--- config.mk ---
export PLATFORM = sky130hd
export DESIGN_NAME = csc_top
export DESIGN_NICKNAME = d
export VERILOG_FILES = /design/src/inc/csc_pkg.sv /design/src/logic/csc_lock_model.sv /design/src/logic/csc_top.sv
export SDC_FILE = /design/constraint.sdc
export NUM_CORES = 1
export LEC_CHECK = 0
export ABC_AREA = 0
export BUFFER_PORTS_ARGS = -buffer_cell sky130_fd_sc_hd__buf_2
export CAP_MARGIN = 20
export CORE_UTILIZATION = 56
export CTS_BUF_LIST = sky130_fd_sc_hd__clkbuf_16
export DETAILED_ROUTE_END_ITERATION = 10
export GPL_ROUTABILITY_DRIVEN = 0
export PLACE_DENSITY = 0.86
export SYNTH_ARGS = -nofsm -noshare
export SYNTH_HDL_FRONTEND = slang
export SYNTH_SLANG_ARGS = --single-unit
--- constraint.sdc ---
create_clock -name aclk -period 6.3 [get_ports aclk]
set_input_delay 0.315 -clock aclk [delete_from_list [all_inputs] [get_ports aclk]]
set_output_delay 0.315 -clock aclk [all_outputs]
set_load 0.05 [all_outputs]
--- src/inc/csc_pkg.sv ---
// Constants shared by the clock synthesizer control block.
// Assumes a 32-bit AXI4-Lite register bus and one 50 MHz clock.
package csc_pkg;
    // Register byte offsets
    localparam logic [7:0] CTRL_OFS = 8'h00;
    localparam logic [7:0] STAT_OFS = 8'h04;
    localparam logic [7:0] IEN_OFS = 8'h08;
    localparam logic [7:0] ICLR_OFS = 8'h0c;
    localparam logic [7:0] INFO_OFS = 8'h10;
    // Control register layout and reset value
    localparam logic [15:0] CTRL_RST = 16'h3f00;
    localparam int W_BIT = 15;
    localparam int X_BIT = 14;
    localparam int Y_MSB = 13;
    localparam int Y_LSB = 8;
    localparam int LOCK_BIT = 3;
    localparam int Y_W = 6;
    // Interrupt event bits
    localparam int EV_W = 2;
    localparam int EV_LOCK = 0;
    localparam int EV_LOSS = 1;
    localparam logic [1:0] EV_RST = 2'h0;
    // Info register bits
    localparam int INFO_PLL_BIT = 0;
    localparam int INFO_RUN_BIT = 1;
    // Relock model: reference edges until lock
    localparam int LOCK_REF_CYCLES = 64;
    localparam int LOCK_CNT_W = 16;
    // AXI responses
    localparam logic [1:0] RESP_OKAY = 2'h0;
    localparam logic [1:0] RESP_SLVERR = 2'h2;
    // Internal reset sequencer states
    typedef enum logic [1:0]
    {
        ST_HOLD = 2'h1,
        ST_RUN = 2'h2
    } csc_rst_e;
endpackage : csc_pkg

--- src/logic/csc_lock_model.sv ---
// Behavioural lock model of the frequency synthesizer loop.
// Assumes ref_tick is a one-cycle pulse per reference edge.
`timescale 1ns/1ns
`default_nettype none
module csc_lock_model
    import csc_pkg::*;
#(
    parameter int LOCK_CYCLES = LOCK_REF_CYCLES,
    parameter int CNT_W = LOCK_CNT_W
)
(
    input wire logic aclk,
    input wire logic aresetn,
    input wire logic enable,
    input wire logic relock,
    input wire logic ref_tick,
    output logic locked
);
    // Reference edges still to wait before lock
    logic [CNT_W-1:0] remain;
    // Loop settles once the count runs out on a reference edge
    wire done = (remain == CNT_W'(1)) && ref_tick;

    // Any relock request restarts the wait and drops lock at once
    always_ff @(posedge aclk)
    begin
        if (!aresetn)
        begin
            remain <= CNT_W'(LOCK_CYCLES);
            locked <= 1'b0;
        end
        else if (!enable)
        begin
            // Synthesizer off: it never claims lock
            remain <= CNT_W'(LOCK_CYCLES);
            locked <= 1'b0;
        end
        else if (relock)
        begin
            remain <= CNT_W'(LOCK_CYCLES);
            locked <= 1'b0;
        end
        else if (done)
        begin
            remain <= '0;
            locked <= 1'b1;
        end
        else if (ref_tick && remain != '0)
        begin
            remain <= remain - CNT_W'(1);
        end
    end
endmodule : csc_lock_model
`default_nettype wire

--- src/logic/csc_top.sv ---
// Clock source selection and synthesizer control with AXI4-Lite registers.
// Assumes all inputs are synchronous to aclk; ref_clock_in is sampled.
`timescale 1ns/1ns
`default_nettype none
// What this block does
// - Mode pin high at reset selects synthesizer
// - Mode pin low: synthesizer off, controls ignored
// - Oscillator runs two or four times system
// - Read-only lock bit shows synthesizer lock
// - Comparator input change forces loss and relock
// - Internal reset held until first lock in synthesizer mode
// - Prescale bit raises oscillator four times
// - Modulus field divides feedback by value+1
// - Prescale or modulus change starts relock
// - Halving-disable resets zero, doubles when set
// - Halving-disable change acts without relock
// - System = ref x 4(Y+1) x 2^(2W+X)
// - Control register resets to 16'h3f00
module csc_top
    import csc_pkg::*;
#(
    parameter int AW = 8,
    parameter int LOCK_CYCLES = LOCK_REF_CYCLES
)
(
    input wire logic aclk,
    input wire logic aresetn,
    input wire logic clock_mode_select_pin,
    input wire logic ref_clock_in,
    input wire logic ref_disturb,
    input wire logic [AW-1:0] s_axi_awaddr,
    input wire logic s_axi_awvalid,
    output logic s_axi_awready,
    input wire logic [31:0] s_axi_wdata,
    input wire logic [3:0] s_axi_wstrb,
    input wire logic s_axi_wvalid,
    output logic s_axi_wready,
    output logic [1:0] s_axi_bresp,
    output logic s_axi_bvalid,
    input wire logic s_axi_bready,
    input wire logic [AW-1:0] s_axi_araddr,
    input wire logic s_axi_arvalid,
    output logic s_axi_arready,
    output logic [31:0] s_axi_rdata,
    output logic [1:0] s_axi_rresp,
    output logic s_axi_rvalid,
    input wire logic s_axi_rready,
    output logic synth_enable,
    output logic [11:0] sys_mult,
    output logic [13:0] vco_mult,
    output logic sys_reset_n,
    output logic irq
);
    // Held write address and data while the other half is awaited
    logic aw_full;
    logic w_full;
    logic [AW-1:0] aw_addr;
    logic [31:0] w_data;
    logic [3:0] w_strb;
    // Control fields
    logic fb_prescale; // Feedback prescale select
    logic halve_off; // Output halving disable
    logic [Y_W-1:0] loop_modulus;
    // Interrupt state
    logic [EV_W-1:0] irq_status;
    logic [EV_W-1:0] irq_enable;
    // Reference edge detect and lock history
    logic ref_q;
    logic lock_q;
    logic pll_locked;
    csc_rst_e rst_state;

    // Handshakes on each channel
    wire aw_hs = s_axi_awvalid && s_axi_awready;
    wire w_hs = s_axi_wvalid && s_axi_wready;
    wire b_hs = s_axi_bvalid && s_axi_bready;
    wire ar_hs = s_axi_arvalid && s_axi_arready;
    // Write goes ahead once both halves are in hand
    wire aw_have = aw_full || aw_hs;
    wire w_have = w_full || w_hs;
    wire do_wr = aw_have && w_have && !s_axi_bvalid;
    wire [AW-1:0] wr_addr = aw_full ? aw_addr : s_axi_awaddr;
    wire [31:0] wr_data = w_full ? w_data : s_axi_wdata;
    wire [3:0] wr_strb = w_full ? w_strb : s_axi_wstrb;
    // Only the low byte of the address selects; upper bits must be zero
    wire wr_hi_zero = (wr_addr >> 8) == '0;
    wire [7:0] wr_ofs = wr_addr[7:0];
    wire wr_ctrl = do_wr && wr_hi_zero && wr_ofs == CTRL_OFS;
    wire wr_ien = do_wr && wr_hi_zero && wr_ofs == IEN_OFS;
    wire wr_iclr = do_wr && wr_hi_zero && wr_ofs == ICLR_OFS;
    wire wr_ro = do_wr && wr_hi_zero && (wr_ofs == STAT_OFS || wr_ofs == INFO_OFS);
    wire wr_ok = wr_ctrl || wr_ien || wr_iclr || wr_ro;

    // Byte lane 1 carries every writable control bit
    wire ctrl_lane = wr_ctrl && wr_strb[1];
    wire new_w = wr_data[W_BIT];
    wire new_x = wr_data[X_BIT];
    wire [Y_W-1:0] new_y = wr_data[Y_MSB:Y_LSB];
    // Only the feedback path needs to relock; X sits outside the loop
    wire fb_change = ctrl_lane && (new_w != fb_prescale || new_y != loop_modulus);
    // Mode latched at reset; in external mode nothing reaches the loop
    logic pll_mode;
    wire relock = pll_mode && (fb_change || ref_disturb);

    // Reference rising edge, one cycle pulse
    wire ref_tick = ref_clock_in && !ref_q;

    // Multiplier: 4(Y+1) shifted by 2W+X, which is {W,X} as a number
    wire [6:0] mod_p1 = {1'b0, loop_modulus} + 7'h01;
    wire [11:0] mod_x4 = {3'h0, mod_p1, 2'h0};
    wire [1:0] pre_shift = {fb_prescale, halve_off};
    wire [11:0] next_sys_mult = mod_x4 << pre_shift;
    // Oscillator keeps 50% duty: four times with halving, else two
    wire [13:0] sys_wide = {2'h0, next_sys_mult};
    wire [13:0] next_vco_mult = halve_off ? (sys_wide << 1) : (sys_wide << 2);

    // Lock events for the interrupt status
    wire ev_lock = pll_locked && !lock_q;
    wire ev_loss = !pll_locked && lock_q;
    wire [EV_W-1:0] ev_set = {ev_loss, ev_lock};
    wire [EV_W-1:0] clr_bits = wr_iclr ? wr_data[EV_W-1:0] : EV_RST;
    // Set beats clear so an event in the clear cycle survives
    wire [EV_W-1:0] next_status = (irq_status & ~clr_bits) | ev_set;

    // Read decode
    wire rd_hi_zero = (s_axi_araddr >> 8) == '0;
    wire [7:0] rd_ofs = s_axi_araddr[7:0];
    wire [15:0] ctrl_view = {fb_prescale, halve_off, loop_modulus, 4'h0, pll_locked, 3'h0};
    wire rd_ctrl = rd_hi_zero && rd_ofs == CTRL_OFS;
    wire rd_stat = rd_hi_zero && rd_ofs == STAT_OFS;
    wire rd_ien = rd_hi_zero && rd_ofs == IEN_OFS;
    wire rd_iclr = rd_hi_zero && rd_ofs == ICLR_OFS;
    wire rd_info = rd_hi_zero && rd_ofs == INFO_OFS;
    wire rd_ok = rd_ctrl || rd_stat || rd_ien || rd_iclr || rd_info;
    wire [31:0] info_view = 32'({sys_reset_n, pll_mode});
    // Clear register is write-only and reads as zero
    wire [31:0] next_rdata =
        rd_ctrl ? {16'h0, ctrl_view} :
        rd_stat ? 32'(irq_status) :
        rd_ien ? 32'(irq_enable) :
        rd_info ? info_view : 32'h0;

    // Mode pin caught by a clocked process while reset is held
    always_ff @(posedge aclk)
    begin
        if (!aresetn)
        begin
            pll_mode <= clock_mode_select_pin;
        end
    end

    // Loop lock model, runs on reference edges
    csc_lock_model #(
        .LOCK_CYCLES(LOCK_CYCLES),
        .CNT_W(LOCK_CNT_W)
    ) u_lock (
        .aclk(aclk),
        .aresetn(aresetn),
        .enable(pll_mode),
        .relock(relock),
        .ref_tick(ref_tick),
        .locked(pll_locked)
    );

    // Write channel: ready falls on take, returns after response
    always_ff @(posedge aclk)
    begin
        if (!aresetn)
        begin
            s_axi_awready <= 1'b1;
            s_axi_wready <= 1'b1;
            aw_full <= 1'b0;
            w_full <= 1'b0;
            s_axi_bvalid <= 1'b0;
            s_axi_bresp <= RESP_OKAY;
        end
        else
        begin
            if (aw_hs)
            begin
                s_axi_awready <= 1'b0;
                aw_full <= !do_wr;
            end
            if (w_hs)
            begin
                s_axi_wready <= 1'b0;
                w_full <= !do_wr;
            end
            if (do_wr)
            begin
                // Both halves consumed here; flags drop
                aw_full <= 1'b0;
                w_full <= 1'b0;
                s_axi_bvalid <= 1'b1;
                s_axi_bresp <= wr_ok ? RESP_OKAY : RESP_SLVERR;
            end
            else if (b_hs)
            begin
                s_axi_bvalid <= 1'b0;
                s_axi_awready <= 1'b1;
                s_axi_wready <= 1'b1;
            end
        end
    end

    // Captured write payload
    always_ff @(posedge aclk)
    begin
        if (aw_hs)
        begin
            aw_addr <= s_axi_awaddr;
        end
        if (w_hs)
        begin
            w_data <= s_axi_wdata;
            w_strb <= s_axi_wstrb;
        end
    end

    // Read channel: one cycle from address to data
    always_ff @(posedge aclk)
    begin
        if (!aresetn)
        begin
            s_axi_arready <= 1'b1;
            s_axi_rvalid <= 1'b0;
            s_axi_rdata <= 32'h0;
            s_axi_rresp <= RESP_OKAY;
        end
        else if (ar_hs)
        begin
            s_axi_arready <= 1'b0;
            s_axi_rvalid <= 1'b1;
            s_axi_rdata <= next_rdata;
            s_axi_rresp <= rd_ok ? RESP_OKAY : RESP_SLVERR;
        end
        else if (s_axi_rvalid && s_axi_rready)
        begin
            s_axi_rvalid <= 1'b0;
            s_axi_arready <= 1'b1;
        end
    end

    // Control fields; the lock bit has no storage so writes to it vanish
    always_ff @(posedge aclk)
    begin
        if (!aresetn)
        begin
            fb_prescale <= CTRL_RST[W_BIT];
            halve_off <= CTRL_RST[X_BIT];
            loop_modulus <= CTRL_RST[Y_MSB:Y_LSB];
        end
        else if (ctrl_lane)
        begin
            fb_prescale <= new_w;
            halve_off <= new_x;
            loop_modulus <= new_y;
        end
    end

    // Interrupt status, enable and level output
    always_ff @(posedge aclk)
    begin
        if (!aresetn)
        begin
            irq_status <= EV_RST;
            irq_enable <= EV_RST;
            irq <= 1'b0;
        end
        else
        begin
            irq_status <= next_status;
            if (wr_ien && wr_strb[0])
            begin
                irq_enable <= wr_data[EV_W-1:0];
            end
            irq <= |(next_status & irq_enable);
        end
    end

    // Edge and lock history
    always_ff @(posedge aclk)
    begin
        // Reference tracked through reset so no false edge follows release
        ref_q <= ref_clock_in;
        if (!aresetn)
        begin
            lock_q <= 1'b0;
        end
        else
        begin
            lock_q <= pll_locked;
        end
    end

    // Internal reset: synthesizer mode waits for first lock only
    always_ff @(posedge aclk)
    begin
        if (!aresetn)
        begin
            rst_state <= ST_HOLD;
            sys_reset_n <= 1'b0;
        end
        else
        begin
            unique case (rst_state)
                ST_HOLD:
                begin
                    // External clock needs no lock wait
                    if (!pll_mode || pll_locked)
                    begin
                        rst_state <= ST_RUN;
                        sys_reset_n <= 1'b1;
                    end
                end
                ST_RUN:
                begin
                    // Later relocks do not reassert reset
                    sys_reset_n <= 1'b1;
                end
                default:
                begin
                    rst_state <= ST_HOLD;
                    sys_reset_n <= 1'b0;
                end
            endcase
        end
    end

    // Frequency outputs follow X at once; zero in external mode
    always_ff @(posedge aclk)
    begin
        if (!aresetn)
        begin
            synth_enable <= 1'b0;
            sys_mult <= 12'h0;
            vco_mult <= 14'h0;
        end
        else
        begin
            synth_enable <= pll_mode;
            sys_mult <= pll_mode ? next_sys_mult : 12'h0;
            vco_mult <= pll_mode ? next_vco_mult : 14'h0;
        end
    end
endmodule : csc_top
`default_nettype wire

# After elaboration in Yosys (flattened, before gate mapping)
# Cells that the tools add are included.
[classes]
mux = 29
n_reduce_logical = 53
addsub = 2
shifts = 1
n_bitwise = 7
n_eq_ne = 14
[op_table]
columns = ["cell", "n"]
rows = [
  ["8-bit by 4-bit equality test with 1-bit output, second input constant", 4],
  ["16-bit two-way mux", 2],
  ["1-bit logical AND", 20],
  ["16-bit by 1-bit equality test with 1-bit output, second input constant", 1],
  ["8-bit by 3-bit equality test with 1-bit output, second input constant", 2],
  ["8-bit by 5-bit equality test with 1-bit output, second input constant", 2],
  ["8-bit zero test", 2],
  ["2-bit two-way mux", 8],
  ["16-bit nonzero test", 1],
  ["16-bit by 1-bit subtractor with 16-bit output, second input constant", 1],
  ["7-bit two-way mux", 2],
  ["1-bit logical OR", 13],
  ["1-bit two-way mux", 13],
  ["13-bit two-way mux", 1],
  ["9-bit by 2-bit << shifter with 12-bit output", 1],
  ["8-bit two-way mux", 1],
  ["6-bit by 1-bit adder with 7-bit output, second input constant", 1],
  ["1-bit zero test", 6],
  ["6-bit != test", 1],
  ["2-bit nonzero test", 3],
  ["3-bit OR reduction", 2],
  ["2-bit AND", 2],
  ["2-bit one-hot mux with 2 select lines", 1],
  ["2-bit AND reduction", 2],
  ["other kinds (11)", 14],
]
[word_totals]
input_bits = 62
wordCells = 138
reg_bits = 132
output_inout_bits = 70

# Longest topological paths before layout
# Gate-level depths: netlist (run 1).
[depth]
word_depth = 11
ltp_mapped = 7

# Hierarchy
# A second synthesis (run 1) with hierarchy kept.
[hier_totals]
hier_cells = 470
hier_area_um2 = 4506.8
[by_module_without_submodules]
columns = ["module", "instances", "area_per_inst_um2", "cells_each"]
rows = [
  ["csc_top", 1, 3543.4, 356],
  ["csc_lock_model", 1, 963.4, 114],
]

# Worst setup path after synthesis (run 1)
# OpenSTA, ideal clock, no wires.
[synth_path]
path_type = "register to register"
from = "reg s_axi_awready"
to = "reg u_lock.remain[10]"
t_arrival_ps = 1941
required_time_ps = 6181
synth_period_minus_slack_ps = 2059
path_stages_with_launch = 7
path_slack_ps = 4241
cell_sequence = "dfxtp_1 > a21oi_1 > a2111oi_4 > nand4_4 > a2bb2oi_4 > buf_6 > nor3b_1"
[synth_between]
elab_chain_cells = 10
[synth_rtl]
columns = ["element", "line", "text"]
rows = [
  ["from (decl)", "csc_top.sv:33", "output logic s_axi_awready,"],
  ["from (signal assigned)", "csc_top.sv:170", "s_axi_awready <= 1'b1;"],
  ["from (signal assigned)", "csc_top.sv:181", "s_axi_awready <= 1'b0;"],
  ["from (signal assigned)", "csc_top.sv:200", "s_axi_awready <= 1'b1;"],
  ["1-bit logical AND", "csc_top.sv:74", "wire aw_hs = s_axi_awvalid && s_axi_awready;"],
  ["1-bit logical OR", "csc_top.sv:79", "wire aw_have = aw_full || aw_hs;"],
  ["1-bit logical AND (2 in series)", "csc_top.sv:81", "wire do_wr = aw_have && w_have && !s_axi_bvalid;"],
  ["1-bit logical AND", "csc_top.sv:88", "wire wr_ctrl = do_wr && wr_hi_zero && wr_ofs == CTRL_OFS;"],
  ["1-bit logical AND", "csc_top.sv:95", "wire ctrl_lane = wr_ctrl && wr_strb[1];"],
  ["1-bit logical AND", "csc_top.sv:100", "wire fb_change = ctrl_lane && (new_w != fb_prescale || new_y != loop_modulus);"],
  ["1-bit logical OR", "csc_top.sv:103", "wire relock = pll_mode && (fb_change || ref_disturb);"],
  ["1-bit logical AND", "csc_top.sv:103", ""],
  ["4-bit OR reduction (no line)", "-", ""],
  ["to (signal assigned)", "csc_lock_model.sv:35", "remain <= CNT_W'(LOCK_CYCLES);"],
  ["to (signal assigned)", "csc_lock_model.sv:40", "remain <= CNT_W'(LOCK_CYCLES);"],
  ["to (signal assigned)", "csc_lock_model.sv:50", "remain <= remain - CNT_W'(1);"],
  ["to (decl)", "csc_lock_model.sv:20", "logic [CNT_W-1:0] remain;"],
]
# No other way between the ends.
# A chain may end at the register's enable or synchronous reset.

# Final worst setup path (run 1)
[layout_path]
from = "reg aw_full"
to = "reg u_lock.remain[8]"
[layout_between]
elab_chain_cells = 9
[layout_rtl]
columns = ["element", "line", "text"]
rows = [
  ["from (decl)", "csc_top.sv:55", "logic aw_full;"],
  ["from (signal assigned)", "csc_top.sv:182", "aw_full <= !do_wr;"],
  ["parallel branches: the longest is 3 deep, another holds 8-bit two-way mux", "-", ""],
  ["1-bit logical AND *", "csc_top.sv:88", ""],
  ["1-bit logical AND *", "csc_top.sv:95", ""],
  ["1-bit logical AND *", "csc_top.sv:100", ""],
  ["1-bit logical OR *", "csc_top.sv:103", ""],
  ["1-bit logical AND *", "csc_top.sv:103", ""],
  ["4-bit OR reduction (no line) *", "-", ""],
]
# Every way passes the cells marked *.

==> results of run 1 <==
[flip-flops by register name, summed over array words and instances, names as in the netlist, 2 cells and up]
| register | cells |
|---|---|
| u_lock.remain | 16 |
| s_axi_rdata | 11 |
| vco_mult | 11 |
| sys_mult | 10 |
| w_data | 10 |
| aw_addr | 8 |
| loop_modulus | 6 |
| irq_enable | 2 |
| irq_status | 2 |
| rst_state | 2 |
| w_strb | 2 |
[worst max-delay path, delay by kind of cell (launching register included)]
kind	cells	cell delay [ns]
AOI/OAI and AO/OA	2	0.93
and+or+nand+nor	3	1.07
DFF	1	0.57
[metrics by stage]
stage | hold WS (ns) | utilization | setup WS [ns] | cell area (um^2)
floorplan | 0.343 | - | 4.24 | 4540
global placement | 0.430 | 0.619 | 3.70 | 4760
detailed placement | 0.433 | 0.619 | 3.62 | 4760
CTS | 0.0807 | 0.658 | 3.61 | 5050
global route | 0.0803 | 0.658 | 3.39 | 5050
finish | 0.0858 | 0.658 | 3.61 | 5050
[layout make-up]
class,count,area share
flip-flops and latches,98,0.430
well taps,102,0.0252
multi-input cells,313,0.398
clock inverters,7,0.0146
clock buffers,9,0.0446
repair buffers,79,0.0782
inverters,13,0.00965
[final timing paths]
| path | depth (start not counted) | endpoint | slack, ns |
|---|---|---|---|
| max reg2reg | 5 | u_lock.remain[8] | 3.61 |
| min reg2reg | 2 | s_axi_rdata[14] | 0.46 |
| max | 5 | u_lock.remain[8] | 3.61 |
| min | 1 | ref_q | 0.09 |
[cells in the final DEF (no fill, tap or decap), types with 9 or more instances in the layout]
cell	instances
nand2_1	41
xnor2_1	15
nor2_1	34
dfxtp_1	77
inv_1	13
conb_1	30
nor4_1	9
nor3b_1	14
nor3_1	11
mux2i_1	12
buf_2	79
edfxtp_1	21
xor2_1	9
o21ai_0	13
a21oi_1	27
clkbuf_16	9
[power breakdown]
part	internal [W]	leakage, nW	switching [W]
logic	0.0000466	1.14	0.000133
registers	0.000665	0.827	0.0000167
clock network	0.000310	0.144	0.000235
[kinds of logic after synthesis]
family / Yosys count / synth area share
buffers and inverters: 62 / 0.0794
flip-flops: 98 / 0.491
AND/OR/NAND/NOR: 151 / 0.186
adder cells (fa/ha/maj): 6 / 0.0170
XOR/XNOR: 24 / 0.0475
AO/OA/AOI/OAI: 81 / 0.126
other: 1 / 0.000847
multiplexers: 21 / 0.0526
[routing by layer]
metal / vias up / share of wire / wire, um
met1: 1585 / 0.41 / 3610
li1: 1658 / - / -
met2: 113 / 0.51 / 4540
met4: 0 / 0.023 / 207
met5: - / 0 / 0
met3: 22 / 0.058 / 510
==> flow_metrics.tcl, run 1 <==
set metrics [dict create \
    ys.flop_type "dfxtp_1" \
    power.density_mw_per_mm2 278 \
    min_period_ns 2.69 \
    synth_area_leaders "dfxtp_1, edfxtp_1, buf_4" \
    cts-resized-gates 0 \
    slew-limit-headroom 0.516 \
    syn2layout_area_growth_pct 14.2 \
    syn_area_per_cell_um2 9.97 \
    grt_overflow 0 \
    critPathKind "reg -> reg" \
    seqCellArea_mm2 0.00217 \
    period_share 0.427 \
    start_util 0.576 \
    cp_slowest_stage_delay_ns 0.57 \
    multi_input_area_mm2 0.00201 \
    rsz0062_at_grt "false" \
    netlist_area_mm2 0.00443 \
    grtUsageMet1 0.241 \
    clock_skew_ns 0.0128 \
    fp.dieW_um 90.9 \
    io_pins 132 \
    worst_path_max_delay_cell "dfxtp_1" \
    wl_per_cell_um 14.3 \
    postCtsHoldBufs 0 \
    ys_seq_area_frac 0.491 \
    final_cells 621 \
    power_leakage_nw 2.11 \
    crit_arrival_ns 2.92 \
    grt_max_degree 19 \
    grt_use_total 0.220 \
    io_buffer_count 79 \
    synthDistinctLibCells 54 \
    start_kind "register" \
    routed_wl_mm 8.86 \
    routed_via_density 5.44 \
    synth_top_area_share 0.348 \
    nets 582 \
    cts.sinks 98 \
    ys_warn_count 0 \
    std_cell_rows 32 \
    worstHoldStart "ref_clock_in" \
    fill_cells 615 \
    peakVddDrop_uv 146 \
    synth_seq_cells 98 \
    path_clk_slew_ns 0.06 \
    holdCritPathClass "in -> reg" \
    worstMarginPinSlew_ns 0.719 \
    critPathRequiredTime_ns 6.53 \
    antenna_found_initial 0 \
    p_total_w 0.00141 \
    num_vias 3378 \
    final_antenna_net_count 0 \
    yosys-top-cells-count "dfxtp_1, nand2_1, nor2_1" \
    yosysMostFrequentCell "dfxtp_1" \
    finalHoldViolations 0 \
    drt_iter0_drc 147 \
    die_area_mm2 0.00826 \
    grt_pass1_wl_mm 14.3 \
    core_mm2 0.00769 \
    grt_pass1_vias 3260 \
    drive_gt1_frac 0.216 \
    cts_tree "done" \
    crit_chain "or4b_1 > a2111oi_4 > nand4_4 > a2bb2oi_4 > and3b_1" \
    cap_violations 0 \
    cts_buffers 9 \
    syn_inst 444 \
    drt_pass1_iterations 4 \
    cts_root_buffer "clkbuf_16" \
    status "finished clean" \
    synth_top_area_cell "dfxtp_1" \
    crit_start "aw_full" \
    tns_ns 0 \
    grtUsageMet2 0.387 \
    synthArstFlopShare 0 \
    clk-insertion-delay-late_ns 0.35 \
    crit_fanout 17 \
    fmax_mhz 372 \
    hpwl_mm 6.24 \
    worst_r2r_startpoint "aw_full" \
    slew_viol_final 0 \
    synth-edff-count 21 \
    setup_viol_count_final 0 \
    drc_errors 0 \
    place_inst 605 \
    antenna_cells 0 \
    h-tree-depth 3 \
    postCtsSetupBuffers 0 \
    die_h_um 90.9 \
    grt_use_met3 0.0598 \
    end_kind "register" \
    cts_max_path_buffers 2 \
    top_usage_layer "met2" \
]
(Power assumes the default switching activity.)
==> inputs of run 2 (changes only) <==
--- a/config.mk
+++ b/config.mk
@@ -8,11 +8,11 @@
 export ABC_AREA = 0
 export BUFFER_PORTS_ARGS = -buffer_cell sky130_fd_sc_hd__buf_2
 export CAP_MARGIN = 20
-export CORE_UTILIZATION = 56
+export CORE_UTILIZATION = 52
 export CTS_BUF_LIST = sky130_fd_sc_hd__clkbuf_16
 export DETAILED_ROUTE_END_ITERATION = 10
 export GPL_ROUTABILITY_DRIVEN = 0
-export PLACE_DENSITY = 0.86
+export PLACE_DENSITY = 0.8
 export SYNTH_ARGS = -nofsm -noshare
 export SYNTH_HDL_FRONTEND = slang
 export SYNTH_SLANG_ARGS = --single-unit
==> constraint.sdc (replaced) <==
create_clock -name aclk -period 2.8 [get_ports aclk]
set_input_delay 0.14 -clock aclk [delete_from_list [all_inputs] [get_ports aclk]]
set_output_delay 0.14 -clock aclk [all_outputs]
set_load 0.05 [all_outputs]
==> flow_metrics.tcl, run 2 (synthesis results as in run 1) <==
set metrics [dict create \
    nets 606 \
    hold_slack_ns 0.00537 \
    routed_via_density 5.30 \
    crit_arrival_ns 2.59 \
    slew_viol_final 0 \
    fp.dieW_um 94.3 \
    power_leakage_nw 2.22 \
    min_delay_path_depth 2 \
    die_area_mm2 0.00889 \
    die_h_um 94.3 \
    grt_pass1_wl_mm 15.2 \
    fmax_mhz 424 \
    rsz0062_at_grt "false" \
    clock_skew_ns 0.00817 \
    pre_cts_ws_ns 0.478 \
    r2r_setup_slack_ns 0.49 \
    min_period_ns 2.36 \
    hpwl_mm 6.51 \
    std_cell_rows 33 \
    period_share 0.842 \
    largest_reg_flops 16 \
    cap_violations 0 \
    worstMarginPinSlew_ns 0.668 \
    cts_max_path_buffers 2 \
    cts_tree "done" \
    placed_area_mm2 0.00480 \
    peakVddDrop_uv 375 \
    final_antenna_net_count 0 \
    ff2ff_path_depth 4 \
    status "finished clean" \
    io_pins 132 \
    h-tree-depth 3 \
    crit_fanout 12 \
    wl_per_cell_um 14.3 \
    setup_viol_count_final 0 \
    grt_overflow 0 \
    critPathKind "in -> reg" \
    setup_ws_ns 0.441 \
    num_vias 3435 \
    largestRegisters "u_lock.remain: 16 flops, s_axi_rdata: 11 flops, vco_mult: 11 flops" \
    grt_pass1_vias 3350 \
    postCtsHoldBufs 18 \
    drc_errors 0 \
    final_common_cell "buf_2" \
    worst_path_max_delay_cell "dlygate4sd3_1" \
    core_mm2 0.00822 \
    clk-insertion-delay-late_ns 0.34 \
    antenna_found_initial 0 \
    grt_use_total 0.223 \
    worst_r2r_startpoint "u_lock.remain[10]" \
    drive_gt1_frac 0.219 \
    finalHoldViolations 0 \
    path_clk_slew_ns 0.07 \
    tns_ns 0 \
    crit_chain "dlygate4sd3_1 > buf_2 > or4_4 > a2111oi_4 > nand4_4 > a2bb2oi_4 > buf_4 > nor3b_1" \
    holdCritPathClass "in -> reg" \
    critPathRequiredTime_ns 3.03 \
    stdcell_area_mm2 0.00528 \
    postCtsSetupBuffers 0 \
    syn2layout_area_growth_pct 19.4 \
    cts_root_buffer "clkbuf_16" \
    power.density_mw_per_mm2 610 \
    routed_wl_mm 9.29 \
    cts.sinks 98 \
    grt_max_degree 19 \
    cp_slowest_stage_delay_ns 0.53 \
    slew-limit-headroom 0.552 \
    start_kind "input pin" \
    cts-resized-gates 0 \
    hold_path_end "s_axi_awready" \
    antenna_cells 0 \
    end_kind "register" \
    io_buffer_count 79 \
    cts_buffers 9 \
    top_register "u_lock.remain" \
    worstHoldStart "s_axi_awvalid" \
    start_util 0.539 \
    crit-reg2reg-capture "u_lock.remain[8]" \
    final_cell_mix "buf_2, dfxtp_1, nand2_1, nor2_1, conb_1" \
    drt_pass1_iterations 4 \
    drt_iter0_drc 138 \
]
run 2: how the worst max path moves through the flow:
| stage | from | to | cells after the start |
|---|---|---|---|
| finish | s_axi_awaddr[5] | u_lock.remain[13] | 8 |
| global route | u_lock.remain[10] | u_lock.remain[8] | 4 |
| CTS | s_axi_awaddr[5] | u_lock.remain[13] | 8 |
| detailed placement | u_lock.remain[10] | u_lock.remain[8] | 4 |
| global placement | u_lock.remain[2] | u_lock.remain[9] | 4 |
| floorplan | s_axi_awready | u_lock.remain[13] | 6 |
run 2: stage by stage:
step           power (W)   util  cells
3_5_place_dp     0.00197  0.585    614
6_report         0.00322  0.643    648
5_1_grt          0.00334  0.643    648
3_3_place_gp     0.00196  0.585    614
4_1_cts          0.00324  0.643    648
2_1_floorplan    0.00191      -    473
run 2: area by class of cell:
type                            instances  area [um^2]
Fill cell                             666         2930
Clock buffer                            9          225
Clock inverter                          7         73.8
Sequential cell                        98         2170
Timing Repair Buffer                  103          621
Multi-Input combinational cell        313         2010
Inverter                               13         48.8
Tap cell                              105          131
run 2: metal layers:
metal  track usage  share of wire
met5             0              0
met4         0.100          0.019
met3        0.0477          0.041
met2         0.388           0.51
met1         0.261           0.43
run 2: critical path, delay by kind of cell:
kind / cells / cell delay (ns)
AO/OA/AOI/OAI: 2 / 0.84
AND/OR/NAND/NOR: 3 / 0.73
buffers and inverters: 3 / 0.87
run 2: power by group:
group	internal [W]	leakage [nW]	switching [W]
Combinational	0.000127	1.24	0.000313
Clock	0.000700	0.151	0.000552
Sequential	0.00150	0.827	0.0000326
==> inputs of run 3 (changes only) <==
--- a/config.mk
+++ b/config.mk
@@ -8,11 +8,11 @@
 export ABC_AREA = 0
 export BUFFER_PORTS_ARGS = -buffer_cell sky130_fd_sc_hd__buf_2
 export CAP_MARGIN = 20
-export CORE_UTILIZATION = 52
+export CORE_UTILIZATION = 47
 export CTS_BUF_LIST = sky130_fd_sc_hd__clkbuf_16
 export DETAILED_ROUTE_END_ITERATION = 10
 export GPL_ROUTABILITY_DRIVEN = 0
-export PLACE_DENSITY = 0.8
+export PLACE_DENSITY = 0.77
 export SYNTH_ARGS = -nofsm -noshare
 export SYNTH_HDL_FRONTEND = slang
 export SYNTH_SLANG_ARGS = --single-unit
==> constraint.sdc (replaced) <==
create_clock -name aclk -period 2 [get_ports aclk]
set_input_delay 0.1 -clock aclk [delete_from_list [all_inputs] [get_ports aclk]]
set_output_delay 0.1 -clock aclk [all_outputs]
set_load 0.05 [all_outputs]
==> flow_metrics.tcl, run 3 (synthesis results as in run 1) <==
set metrics [dict create \
    status "finished, violations left" \
    violations "setup timing" \
    rsz0062_at_grt "true" \
    power.density_mw_per_mm2 815 \
    slew_viol_final 0 \
    worstMarginPinSlew_ns 0.620 \
    fp.dieW_um 99.1 \
    min_delay_path_depth 3 \
    cts_root_buffer "clkbuf_16" \
    die_h_um 99.1 \
    cts.sinks 98 \
    crit_fanout 5 \
    drive_gt1_frac 0.292 \
    antenna_found_initial 0 \
    largestRegisters "u_lock.remain: 16 flops, s_axi_rdata: 11 flops, vco_mult: 11 flops" \
    grt_pass1_wl_mm 16.7 \
    finalHoldViolations 0 \
    cap_violations 0 \
    clkPwrFrac 0.396 \
    swShare 0.271 \
    switchingPower_w 0.00126 \
    setup_viol_count_final 25 \
    fill_cells 724 \
    hold_path_end "s_axi_rvalid" \
    syn2layout_area_growth_pct 29.3 \
    cts_max_path_buffers 2 \
    end_kind "register" \
    crit-reg2reg-capture "u_lock.remain[0]" \
    min_period_ns 2.13 \
    die_area_mm2 0.00981 \
    grt_use_total 0.219 \
    path_clk_slew_ns 0.07 \
    io_buffer_count 79 \
    largest_reg_flops 16 \
    period_share 1.07 \
    crit_arrival_ns 2.36 \
    p_comb_frac 0.145 \
    drt_iter0_drc 125 \
    critPathRequiredTime_ns 2.23 \
    final_antenna_net_count 0 \
    power_leakage_nw 2.41 \
    cts_tree "done" \
    final_cell_mix "buf_2, dfxtp_1, nand2_1, nor2_1, buf_4" \
    h-tree-depth 3 \
    critPathKind "reg -> reg" \
    slew-limit-headroom 0.584 \
    drt_pass1_iterations 4 \
    top_register "u_lock.remain" \
    std_cell_rows 35 \
    nets 642 \
    p_total_w 0.00466 \
    peakVddDrop_uv 479 \
    hpwl_mm 6.91 \
    start_util 0.481 \
    worst_r2r_startpoint "aw_addr[5]" \
    holdCritPathClass "in -> reg" \
    drc_errors 0 \
    num_vias 3660 \
    worstHoldStart "s_axi_rready" \
    seq_power_share 0.459 \
    cts_buffers 9 \
    r2r_setup_slack_ns -0.13 \
    placed_area_mm2 0.00503 \
    grt_overflow 0 \
    stdcell_area_mm2 0.00572 \
    start_kind "register" \
    io_pins 132 \
    routed_wl_mm 10.1 \
    grt_pass1_vias 3583 \
    wl_per_cell_um 14.7 \
    routed_via_density 5.30 \
    p_int_w 0.00340 \
    setup_ws_ns -0.132 \
    clk-insertion-delay-late_ns 0.35 \
    clock_skew_ns 0.00975 \
    antenna_cells 0 \
    core_mm2 0.00920 \
    grt_max_degree 18 \
    ff2ff_path_depth 6 \
    fmax_mhz 469 \
    final_common_cell "buf_2" \
]
-- run 3: changes by cell type in the layout (fill, tap and decap cells not counted), sizes merged --
cell	before	now
clkinvlp	0	3
dlygate4sd3	18	24
bufinv	1	2
clkinv	2	1
inv	17	14
buf	85	115
-- run 3: repair_timing --
item                                   in CTS  in global routing
endpoints found under the hold margin      24                  0
gates cloned                                1                  0
hold buffers                               24                  0
pin swaps                                  15                  5
gates resized for setup                    11                 10
buffers inserted                            4                  1
setup endpoints to repair                  28                 28
-- run 3: per-layer routing --
layer	vias up	global-route usage	routed length, um
li1	1781	-	-
met1	1722	0.255	4380
met2	129	0.377	4950
met3	28	0.0390	453
met4	0	0.129	358
met5	-	0	0
-- run 3: worst max path at each step --
stage                      from                 to  slack (ns)  cells after the start
2_1_floorplan  u_lock.remain[1]   u_lock.remain[1]      0.0002                      7
3_3_place_gp            aw_full        fb_prescale       -0.11                      6
3_5_place_dp            aw_full        fb_prescale       -0.12                      6
4_1_cts              aw_addr[5]  u_lock.remain[12]       -0.14                      6
5_1_grt              aw_addr[5]  u_lock.remain[10]       -0.21                      6
6_report             aw_addr[5]   u_lock.remain[0]       -0.13                      6
-- run 3: cell type report --
| class | count | area (um^2) | share of cell area |
|---|---|---|---|
| flip-flops and latches | 98 | 2170 | 0.380 |
| multi-input cells | 313 | 2100 | 0.367 |
| well taps | 111 | 139 | 0.0243 |
| clock inverters | 7 | 95.1 | 0.0166 |
| repair buffers | 139 | 942 | 0.165 |
| clock buffers | 9 | 225 | 0.0393 |
| inverters | 13 | 48.8 | 0.00852 |
-- run 3: per-stage QoR --
step / utilization / instances / hold WS, ns / TNS (ns) / setup WS [ns]
6_report: 0.622 / 690 / 0.0650 / -2.50 / -0.132
3_5_place_dp: 0.547 / 644 / 0.216 / -1.50 / -0.121
3_3_place_gp: 0.547 / 644 / 0.216 / -1.12 / -0.108
2_1_floorplan: - / 473 / 0.128 / 0 / 0.000218
5_1_grt: 0.622 / 690 / 0.0659 / -4.51 / -0.207
4_1_cts: 0.617 / 689 / 0.0233 / -2.27 / -0.136
-- run 3: power groups by stage --
stage                     clock network, W  registers [W]  logic [W]
final                              0.00185        0.00214   0.000674
after global routing               0.00195        0.00215   0.000721
after CTS                          0.00187        0.00214   0.000663
after detailed placement                 0        0.00218   0.000615
after global placement                   0        0.00218   0.000600
after floorplan                          0        0.00228   0.000394
-- run 3: critical path: stages, from the launching register on --
cell       delay [ns]
edfxtp_1         0.37
or4b_4           0.55
a2111oi_4        0.40
nand4_4          0.20
a2bb2oi_4        0.27
buf_6            0.17
nor3b_2          0.05
